$ cat config.mk
export PLATFORM = sky130hd
export DESIGN_NAME = bcr_device_flat
export DESIGN_NICKNAME = d
export VERILOG_FILES = /design/src/include/bcr_pkg.sv /design/src/include/bcr_link_if.sv /design/src/core/bcr_device.sv /design/src/flat_wrapper.sv
export SDC_FILE = /design/constraint.sdc
export NUM_CORES = 1
export LEC_CHECK = 0
export ABC_AREA = 0
export BUFFER_PORTS_ARGS = -buffer_cell sky130_fd_sc_hd__buf_2
export CAP_MARGIN = 20
export CORE_MARGIN = 2
export CORE_UTILIZATION = 46
export DETAILED_ROUTE_END_ITERATION = 12
export PLACE_DENSITY = 0.73
export SETUP_SLACK_MARGIN = 0.1
export SYNTH_ARGS = -nofsm -noshare
export SYNTH_HDL_FRONTEND = slang
export SYNTH_SLANG_ARGS = --single-unit
$ cat constraint.sdc
create_clock -name clk_sys -period 3.8 [get_ports clk_sys]
set_clock_uncertainty 0.2 [all_clocks]
set_input_delay 0.76 -clock clk_sys [delete_from_list [all_inputs] [get_ports clk_sys]]
set_output_delay 0.76 -clock clk_sys [all_outputs]
set_load 0.1 [all_outputs]
$ cat src/include/bcr_pkg.sv
/*
  Shared constants for the bus clock, reset and error front end and its
  partner end. Assumes a single system clock of 10 MHz driving both ends.
*/
package bcr_pkg;
  // ---------------------------------------------------------------
  // Clock division
  // ---------------------------------------------------------------
  localparam logic [2:0] DIV_THREE = 3'h3;
  localparam logic [2:0] DIV_FOUR = 3'h4;
  localparam logic [1:0] DIV_CNT_RST = 2'h0;
  // ---------------------------------------------------------------
  // Sustained tri-state handover, in clocks
  // ---------------------------------------------------------------
  localparam logic [1:0] PARK_CLOCKS = 2'h1;
  localparam logic [1:0] TURN_CLOCKS = 2'h1;
  // ---------------------------------------------------------------
  // Reset synchroniser depth
  // ---------------------------------------------------------------
  localparam int SYNC_STAGES = 2;
  typedef enum logic [1:0] {
    BCR_IDLE = 2'h0,
    BCR_DRIVE = 2'h1,
    BCR_PARK = 2'h3,
    BCR_TURN = 2'h2
  } bcr_own_e;
endpackage : bcr_pkg
$ cat src/include/bcr_link_if.sv
/*
  Link between the device end and the partner end: expansion clock,
  expansion reset, error pulses and one shared sustained tri-state line.
  Resolves the shared line here, pulled up when neither end enables a driver.
*/
`timescale 1ns/1ps
interface bcr_link_if;
  logic expansion_clock_out;
  logic expansion_clock_back;
  logic expansion_reset;
  logic parity_error_n;
  logic system_error_n;
  logic sts_dev_out;
  logic sts_dev_oe;
  logic sts_far_out;
  logic sts_far_oe;
  logic sts_line;
  logic exp_sample_rise;
  logic exp_sample_fall;
  // Pulled high when nobody drives; low wins only from an enabled driver.
  assign sts_line = (sts_dev_oe ? sts_dev_out : 1'b1) & (sts_far_oe ? sts_far_out : 1'b1);
  modport dev (
    output expansion_clock_out,
    input expansion_clock_back,
    output expansion_reset,
    input parity_error_n,
    input system_error_n,
    output sts_dev_out,
    output sts_dev_oe,
    input sts_far_oe,
    input sts_line,
    output exp_sample_rise,
    output exp_sample_fall
  );
  modport far (
    input expansion_clock_out,
    output expansion_clock_back,
    input expansion_reset,
    output parity_error_n,
    output system_error_n,
    output sts_far_out,
    output sts_far_oe,
    input sts_dev_oe,
    input sts_line
  );
endinterface : bcr_link_if

$ cat src/core/bcr_device.sv
/*
  Device end: divides the system clock into the expansion clock, turns
  error pulses into an NMI, drives the expansion reset and CPU controls,
  and owns one side of a sustained tri-state line.
  Assumes rst_b may move at any time relative to clk_sys and is clean.
*/
`timescale 1ns/1ps
// Functional notes
// - Expansion clock is system clock over 3/4
// - Shared line ownership timed on returned clock edges
// - Parity error input raises NMI
// - System error input raises NMI
// - Error pulses accepted from any agent
// - Reset returns all state to defaults
// - Reset may change at any time
// - Expansion reset derived from system reset
// - CPU control outputs held low in reset
// - Drive high one clock before floating
// - Wait one clock before taking ownership
// - Hash-suffixed (_n) signals are active low
module bcr_device #(
  parameter int SYNC_DEPTH = bcr_pkg::SYNC_STAGES
) (
  // Clock and reset
  input wire logic clk_sys,
  input wire logic rst_b,
  // Configuration
  input wire logic div_by_four,
  // User requests
  input wire logic want_line,
  input wire logic drive_low,
  input wire logic cpu_interrupt_req_in,
  input wire logic ignore_numeric_error_req,
  input wire logic mgmt_interrupt_req,
  input wire logic alt_cpu_reset_req,
  input wire logic cpu_clock_stop_req,
  input wire logic alt_addr20_req,
  input wire logic nmi_clear,
  // CPU side
  output logic cpu_interrupt_request,
  output logic nmi,
  output logic ignore_numeric_error_n,
  output logic mgmt_interrupt_n,
  output logic alt_cpu_reset_n,
  output logic cpu_clock_stop_n,
  output logic alt_addr20_gate,
  output logic line_owned,
  // Link
  bcr_link_if.dev link
);
  // ---------------------------------------------------------------
  // Elaboration check
  // ---------------------------------------------------------------
  if (SYNC_DEPTH < 2) begin : g_bad_depth
    $error("SYNC_DEPTH must be at least 2");
  end

  // ---------------------------------------------------------------
  // Reset synchroniser
  // ---------------------------------------------------------------
  // Reset is sampled into a chain; assertion clears the whole chain in one clock,
  // while release reaches the chain end after the depth, so nothing reacts to a bare metastable edge.
  logic [SYNC_DEPTH-1:0] rst_sync_reg;
  logic [SYNC_DEPTH-1:0] rst_sync_next;
  logic run;
  always_comb begin
    rst_sync_next = {rst_sync_reg[SYNC_DEPTH-2:0], 1'b1};
    if (!rst_b) begin
      rst_sync_next = '0;
    end
  end
  always_ff @(posedge clk_sys) begin
    rst_sync_reg <= rst_sync_next;
  end
  assign run = rst_sync_reg[SYNC_DEPTH-1];

  // ---------------------------------------------------------------
  // Clock divider
  // ---------------------------------------------------------------
  logic [1:0] div_cnt_reg;
  logic [1:0] div_cnt_next;
  logic ratio_four_reg;
  logic ratio_four_next;
  logic clk_out_reg;
  logic clk_out_next;
  logic [2:0] div_ratio;
  always_comb begin
    ratio_four_next = ratio_four_reg;
    if (!run) begin
      ratio_four_next = div_by_four;
    end
    div_ratio = ratio_four_reg ? bcr_pkg::DIV_FOUR : bcr_pkg::DIV_THREE;
    if (!run || ({1'b0, div_cnt_reg} == div_ratio - 3'h1)) begin
      div_cnt_next = bcr_pkg::DIV_CNT_RST;
    end else begin
      div_cnt_next = div_cnt_reg + 2'h1;
    end
    // High for the first half, rounded down, so /3 gives one high, two low.
    clk_out_next = run && ({1'b0, div_cnt_next} < (div_ratio >> 1));
  end
  always_ff @(posedge clk_sys) begin
    div_cnt_reg <= div_cnt_next;
    ratio_four_reg <= ratio_four_next;
    clk_out_reg <= clk_out_next;
  end
  assign link.expansion_clock_out = clk_out_reg;

  // ---------------------------------------------------------------
  // Returned clock edge detection
  // ---------------------------------------------------------------
  // The returned clock is taken as synchronous; edges become strobes that
  // time the tri-state ownership steps; error inputs and expansion reset run on every clock.
  logic back_reg;
  logic rise_reg;
  logic fall_reg;
  logic rise_next;
  logic fall_next;
  always_comb begin
    rise_next = run && link.expansion_clock_back && !back_reg;
    fall_next = run && !link.expansion_clock_back && back_reg;
  end
  always_ff @(posedge clk_sys) begin
    if (!rst_b) begin
      back_reg <= 1'b0;
      rise_reg <= 1'b0;
      fall_reg <= 1'b0;
    end else begin
      back_reg <= link.expansion_clock_back;
      rise_reg <= rise_next;
      fall_reg <= fall_next;
    end
  end
  assign link.exp_sample_rise = rise_reg;
  assign link.exp_sample_fall = fall_reg;

  // ---------------------------------------------------------------
  // Error to NMI and CPU controls
  // ---------------------------------------------------------------
  // NMI is sticky; a new error in the clear cycle keeps it set.
  logic nmi_reg;
  logic nmi_next;
  logic [5:0] ctl_reg;
  logic [5:0] ctl_next;
  logic xrst_reg;
  always_comb begin
    nmi_next = nmi_reg && !nmi_clear;
    if (!link.parity_error_n) begin
      nmi_next = 1'b1;
    end
    if (!link.system_error_n) begin
      nmi_next = 1'b1;
    end
    ctl_next = {cpu_interrupt_req_in, !ignore_numeric_error_req, !mgmt_interrupt_req,
                !alt_cpu_reset_req, !cpu_clock_stop_req, alt_addr20_req};
    if (!run) begin
      nmi_next = 1'b0;
      ctl_next = '0;
    end
  end
  always_ff @(posedge clk_sys) begin
    nmi_reg <= nmi_next;
    ctl_reg <= ctl_next;
    xrst_reg <= !run;
  end
  assign link.expansion_reset = xrst_reg;
  assign cpu_interrupt_request = ctl_reg[5];
  assign ignore_numeric_error_n = ctl_reg[4];
  assign mgmt_interrupt_n = ctl_reg[3];
  assign alt_cpu_reset_n = ctl_reg[2];
  assign cpu_clock_stop_n = ctl_reg[1];
  assign alt_addr20_gate = ctl_reg[0];
  assign nmi = nmi_reg;

  // ---------------------------------------------------------------
  // Sustained tri-state ownership
  // ---------------------------------------------------------------
  bcr_pkg::bcr_own_e own_reg;
  bcr_pkg::bcr_own_e own_next;
  logic [1:0] wait_reg;
  logic [1:0] wait_next;
  logic far_seen_reg;
  logic oe_reg;
  logic out_reg;
  always_comb begin
    own_next = own_reg;
    wait_next = wait_reg;
    case (own_reg)
      bcr_pkg::BCR_IDLE: begin
        // Taking the line needs one clock of float after the last owner.
        if (rise_reg && want_line && !link.sts_far_oe && !far_seen_reg) begin
          own_next = bcr_pkg::BCR_DRIVE;
        end
      end
      bcr_pkg::BCR_DRIVE: begin
        if (rise_reg && !want_line) begin
          own_next = bcr_pkg::BCR_PARK;
          wait_next = bcr_pkg::PARK_CLOCKS;
        end
      end
      bcr_pkg::BCR_PARK: begin
        if (rise_reg) begin
          wait_next = wait_reg - 2'h1;
          if (wait_reg == 2'h1) begin
            own_next = bcr_pkg::BCR_TURN;
            wait_next = bcr_pkg::TURN_CLOCKS;
          end
        end
      end
      bcr_pkg::BCR_TURN: begin
        if (rise_reg) begin
          own_next = bcr_pkg::BCR_IDLE;
        end
      end
      default: own_next = bcr_pkg::BCR_IDLE;
    endcase
    if (!run) begin
      own_next = bcr_pkg::BCR_IDLE;
      wait_next = 2'h0;
    end
  end
  always_ff @(posedge clk_sys) begin
    own_reg <= own_next;
    wait_reg <= wait_next;
    if (!run) begin
      far_seen_reg <= 1'b0;
    end else if (rise_reg) begin
      far_seen_reg <= link.sts_far_oe;
    end
    line_owned <= (own_next == bcr_pkg::BCR_DRIVE);
    oe_reg <= (own_next == bcr_pkg::BCR_DRIVE) || (own_next == bcr_pkg::BCR_PARK);
    out_reg <= (own_next == bcr_pkg::BCR_DRIVE) ? !drive_low : 1'b1;
  end
  assign link.sts_dev_oe = oe_reg;
  assign link.sts_dev_out = out_reg;
endmodule : bcr_device

$ cat src/flat_wrapper.sv
// flat-port wrapper written by rule: the top's interface ports become plain ports
module bcr_device_flat 
#(
  parameter int SYNC_DEPTH = bcr_pkg::SYNC_STAGES
)
  (clk_sys, rst_b, div_by_four, want_line, drive_low, cpu_interrupt_req_in, ignore_numeric_error_req, mgmt_interrupt_req, alt_cpu_reset_req, cpu_clock_stop_req, alt_addr20_req, nmi_clear, cpu_interrupt_request, nmi, ignore_numeric_error_n, mgmt_interrupt_n, alt_cpu_reset_n, cpu_clock_stop_n, alt_addr20_gate, line_owned, link_expansion_clock_out, link_expansion_clock_back, link_expansion_reset, link_parity_error_n, link_system_error_n, link_sts_dev_out, link_sts_dev_oe, link_sts_far_oe, link_exp_sample_rise, link_exp_sample_fall);
  bcr_link_if link_i ();
  input wire logic clk_sys;
  input wire logic rst_b;
  input wire logic div_by_four;
  input wire logic want_line;
  input wire logic drive_low;
  input wire logic cpu_interrupt_req_in;
  input wire logic ignore_numeric_error_req;
  input wire logic mgmt_interrupt_req;
  input wire logic alt_cpu_reset_req;
  input wire logic cpu_clock_stop_req;
  input wire logic alt_addr20_req;
  input wire logic nmi_clear;
  output logic cpu_interrupt_request;
  output logic nmi;
  output logic ignore_numeric_error_n;
  output logic mgmt_interrupt_n;
  output logic alt_cpu_reset_n;
  output logic cpu_clock_stop_n;
  output logic alt_addr20_gate;
  output logic line_owned;
  output wire logic [$bits(link_i.expansion_clock_out)-1:0] link_expansion_clock_out;
  input wire logic [$bits(link_i.expansion_clock_back)-1:0] link_expansion_clock_back;
  output wire logic [$bits(link_i.expansion_reset)-1:0] link_expansion_reset;
  input wire logic [$bits(link_i.parity_error_n)-1:0] link_parity_error_n;
  input wire logic [$bits(link_i.system_error_n)-1:0] link_system_error_n;
  output wire logic [$bits(link_i.sts_dev_out)-1:0] link_sts_dev_out;
  output wire logic [$bits(link_i.sts_dev_oe)-1:0] link_sts_dev_oe;
  input wire logic [$bits(link_i.sts_far_oe)-1:0] link_sts_far_oe;
  output wire logic [$bits(link_i.exp_sample_rise)-1:0] link_exp_sample_rise;
  output wire logic [$bits(link_i.exp_sample_fall)-1:0] link_exp_sample_fall;
  assign link_expansion_clock_out = link_i.expansion_clock_out;
  assign link_i.expansion_clock_back = link_expansion_clock_back;
  assign link_expansion_reset = link_i.expansion_reset;
  assign link_i.parity_error_n = link_parity_error_n;
  assign link_i.system_error_n = link_system_error_n;
  assign link_sts_dev_out = link_i.sts_dev_out;
  assign link_sts_dev_oe = link_i.sts_dev_oe;
  assign link_i.sts_far_oe = link_sts_far_oe;
  assign link_exp_sample_rise = link_i.exp_sample_rise;
  assign link_exp_sample_fall = link_i.exp_sample_fall;
  bcr_device #(.SYNC_DEPTH(SYNC_DEPTH)) u_core (.clk_sys(clk_sys), .rst_b(rst_b), .div_by_four(div_by_four), .want_line(want_line), .drive_low(drive_low), .cpu_interrupt_req_in(cpu_interrupt_req_in), .ignore_numeric_error_req(ignore_numeric_error_req), .mgmt_interrupt_req(mgmt_interrupt_req), .alt_cpu_reset_req(alt_cpu_reset_req), .cpu_clock_stop_req(cpu_clock_stop_req), .alt_addr20_req(alt_addr20_req), .nmi_clear(nmi_clear), .cpu_interrupt_request(cpu_interrupt_request), .nmi(nmi), .ignore_numeric_error_n(ignore_numeric_error_n), .mgmt_interrupt_n(mgmt_interrupt_n), .alt_cpu_reset_n(alt_cpu_reset_n), .cpu_clock_stop_n(cpu_clock_stop_n), .alt_addr20_gate(alt_addr20_gate), .line_owned(line_owned), .link(link_i));
endmodule
* Word level (Yosys, flattened, before mapping)
Cells that the tools add are included.
** Word-level totals
- Register bits after elaboration :: 25
- Input bits :: 16
- Word-level logic and storage cells :: 73
** Operators by class
- Add/sub/neg operators :: 3
- Magnitude comparators :: 1
- Equal/unequal tests :: 9
- Multiplexer cells :: 16
- Reduce and logical (&&, ||, !) cells :: 27
** Operator list (count)
- 2-to-1 mux 2 bit :: 10
- logical NOT 1 bit :: 12
- logical AND 1 bit :: 10
- one-hot mux 2 bit (4 select lines) :: 1
- equality test 2 x 1 -> 1 bit, second input constant :: 3
- equality test 2 bit, second input constant :: 3
- != test 2 x 1 -> 1 bit, second input constant :: 2
- one-hot mux 2 bit (2 select lines) :: 1
- equality test 2 x 3 -> 1 bit :: 1
- 2-to-1 mux 1 bit :: 3
- 2-to-1 mux 3 bit :: 1
- AND reduction 3 bit :: 1
- subtractor 3 x 1 -> 3 bit, second input constant :: 1
- adder 2 x 1 -> 2 bit, second input constant :: 1
- logical NOT 2 bit :: 1
- logical OR 1 bit :: 2
- less-than comparator 2 bit :: 1
- nonzero test 2 bit :: 1
- subtractor 2 x 1 -> 2 bit, second input constant :: 1

* Logic depth before layout (Yosys ltp)
- Depth after elaboration :: 8
- Gate-level depth with buffers :: 5
- Mapped depth without buffers :: 5

* Worst setup path before layout
No wires, ideal clock.
- Path kind :: register -> output
- Start :: reg u_core.rise_reg (netlist: u_core.link.exp_sample_rise)
- End :: out link_exp_sample_rise
- Data arrival time :: 1034 ps
- Data required time :: 2840 ps
- Slack :: 1806 ps
- Stages on the path, launching flop included :: 1
- Cell sequence :: dfxtp_1
** RTL lines
- start: declaration :: line bcr_device.sv:114 : logic rise_reg;
- start signal: assignment :: line bcr_device.sv:129 : rise_reg <= rise_next;
- end: declaration :: line flat_wrapper.sv:36 : output wire logic [$bits(link_i.exp_sample_rise)-1:0] link_exp_sample_rise;
No word-level cell between the ends.

* Final worst setup path
- Start :: reg u_core.rise_reg (netlist: u_core.link.exp_sample_rise)
- End :: out link_exp_sample_rise
No word-level cell between the ends.

==> impl_metrics.toml <==
[clock_tree]
clkSinkCount = 25
cts-htree-levels = 1
cts_made_buffers = 3
clock_path_buffers = 2
cts.clk_slew.worst_paths_ns = 0.13
clk_latency_ns = 0.31
cts_tree = "built"
cts-root-buf = "clkbuf_4"
post_cts_buffers = 0
ctsHoldBuffers = 0
ctsResizeCount = 0

[timing]
fin_crit_sh_pct = 58.89
tns_ns = 0
final_hold_viol_count = 0
slew_viol_final = 0
maxSlewHeadroom_pct = 67.57
worstMarginPinSlew_ns = 0.4899
rsz0062_at_grt = "no"
setup_viol = 0
max_freq_ghz = 0.4469
fin_crit_ns = 2.238

[synthesis]
postSynthCellCount = 71
syn_avg_cell_area_sq_um = 11.51
synth_largest_area_cell = "dfxtp_1"
ys_top_cells_by_area = "dfxtp_1 (59%), ha_1 (4.6%), and2_1 (3.8%)"
synth_warnings = 0
synth_top_family_by_area = "simple AND/OR/NAND/NOR gates"
synth-edff-count = 1
synth_top_area_share_pct = 58.81
synth_area_sq_um = 817.0
synth-xor-area-share_pct = 0
yosys.area_share.simple_pct = 16.54
synth_fa_ha_area_share_pct = 4.594
ys_seq_area_share_pct = 62.48
synth_compound_area_share_pct = 10.87
async_reset_ff_share_pct = 0
ys_seq_elements = 25
muxShareOfSynthArea_pct = 2.603
synthesis.nets = 90
synth_cell_types = 27
synth_ff_type = "dfxtp_1"

[final_layout]
n_fill_cell = 152
nets = 123
num_antenna_cells = 0
drive_gt1_share_pct = 35.92
syn_to_final_growth_pct = 23.28
largest_reg_flops = 6

[route]
firstDrtPassIters = 3
drt_iter0_drc = 4
postRouteAntennaNets = 0
drc = 0
dr_total_vias = 603
routed_wl_microns = 1291
vias_per_cell = 5.025
wl_per_cell_microns = 10.76

[pwr]
ir_drop_uv = 318.5
pwr-share-comb_pct = 13.1
pwr_density_cell_nw_per_um2 = 449.8
intPower_uw = 327.0
power_frac_seq_pct = 61.0
clkPwrFrac_pct = 25.8
power_uw = 453.1
p_leak_uw = 0.0004641
swShare_pct = 27.81
p_switching_uw = 126.0

[critical_path]
crit_slowest_cell = "dfxtp_1"
crit_type = "flip-flop to output port"
r2r_start = "u_core.rst_sync_reg[1]$_SDFF_PN0_"
critPathRequiredTime_ns = 2.84
cp-start-kind = "flip-flop"
slowest_delay_ns = 0.48
cp_data_arrival_time_ns = 1.28
critical_path.endpoint_type = "output port"
crit_fanout = 8
worstPathCellList = "buf_2"
cp_num_buf_inv = 1
startpoint = "u_core.link.exp_sample_rise$_SDFF_PN0_"
cp_top_family = "flip-flops"

[placed_design]
routabilityCongestion = 0.8003
dp_hpwl_microns = 984.8
portBuffers = 29

[global_routing]
antenna_found_initial = 0
grt_pass1_wl_microns = 2070
grt.overflow.total = 0
grt_use_total_pct = 14.09
grt_pass1_vias = 525
grt_max_degree = 16

[floorplanning]
pin_count = 30
dieArea_sq_um = 2129
die_w_microns = 46.15
die_y_microns = 46.15
start_util_pct = 48.37
num_rows = 15
core_sq_um = 1689

[hold_path]
hold_start = "u_core.back_reg$_SDFF_PN0_"
hp-class = "flip-flop to flip-flop"

[flow_run]
maxCapViolations = 0

[run_status]
status = "finished clean"
## layout by cell type, fill, tap and decap left out, types with 2 or more instances in the layout
master    netlist  routed
a211oi_1        2       2
a21oi_1         2       2
and2_1          5       5
buf_2           1      29
clkbuf_4        0       3
dfxtp_1        24      24
ha_1            3       3
inv_1           5       5
nand2_1         3       3
nor2_1          6       6
nor3b_1         2       2
o21ai_0         2       2
## layout make-up
type / count / area [sq um] / area share, %
Timing Repair Buffer: 29 / 145.1 / 14.41
Clock buffer: 3 / 22.52 / 2.236
Clock inverter: 1 / 6.256 / 0.6211
Tap cell: 17 / 21.27 / 2.112
Multi-Input combinational cell: 40 / 282.8 / 28.07
Inverter: 5 / 18.77 / 1.863
Sequential cell: 25 / 510.5 / 50.68
## path summary, 6_finish.rpt
| check | endpoint | slack, ns | cells after the start |
|---|---|---|---|
| worst min register to register | u_core.link.exp_sample_rise$_SDFF_PN0_ | 0.22 | 1 |
| worst min-delay path | u_core.link.exp_sample_rise$_SDFF_PN0_ | 0.22 | 1 |
| worst max-delay path | link_exp_sample_rise | 1.56 | 1 |
| worst max register to register | u_core.link.expansion_clock_out$_DFF_P_ | 2.15 | 4 |
## per-layer routing
layer / track usage [%] / wire length (microns) / up-vias
met5: 0 / 0 / -
met4: 12.00 / 29 / 0
met3: 2.745 / 58 / 4
met2: 21.67 / 637 / 19
met1: 16.59 / 567 / 269
li1: - / - / 311
## logic make-up (layout without fill, tap and decap cells)
logic type	count (synthesis)	in the layout
flops	25	25
buf+inv	6	38
compound gates	12	12
simple gates	23	23
mux	2	2
fa+ha+maj	3	3
## power by group through the flow
stage	logic, uW	registers, uW	clock network, uW
floorplan	10.3	317	0
global placement	58.9	282	0
detailed placement	59.7	282	0
CTS	59.9	277	123
global route	62.5	278	130
finish	59.4	277	117
## per-stage QoR
step	hold WS, ns	area [sq um]	utilization (%)	std cells	worst slack, ns
6_report	0.2245	1007	59.63	120	1.562
5_1_grt	0.2414	1007	59.63	120	1.479
4_1_cts	0.2245	1007	59.63	120	1.538
3_5_place_dp	0.2031	978.4	57.93	116	1.912
3_3_place_gp	0.1985	978.4	57.93	116	1.925
2_1_floorplan	0.1890	817.0	-	71	1.806
## cells in the mapped netlist (2+ instances only)
cell type / n
a211oi_1: 2
a21oi_1: 2
and2_1: 5
dfxtp_1: 24
ha_1: 3
inv_1: 5
nand2_1: 3
nor2_1: 6
nor3b_1: 2
o21ai_0: 2
Note: power is estimated with default switching activity, not from simulation.
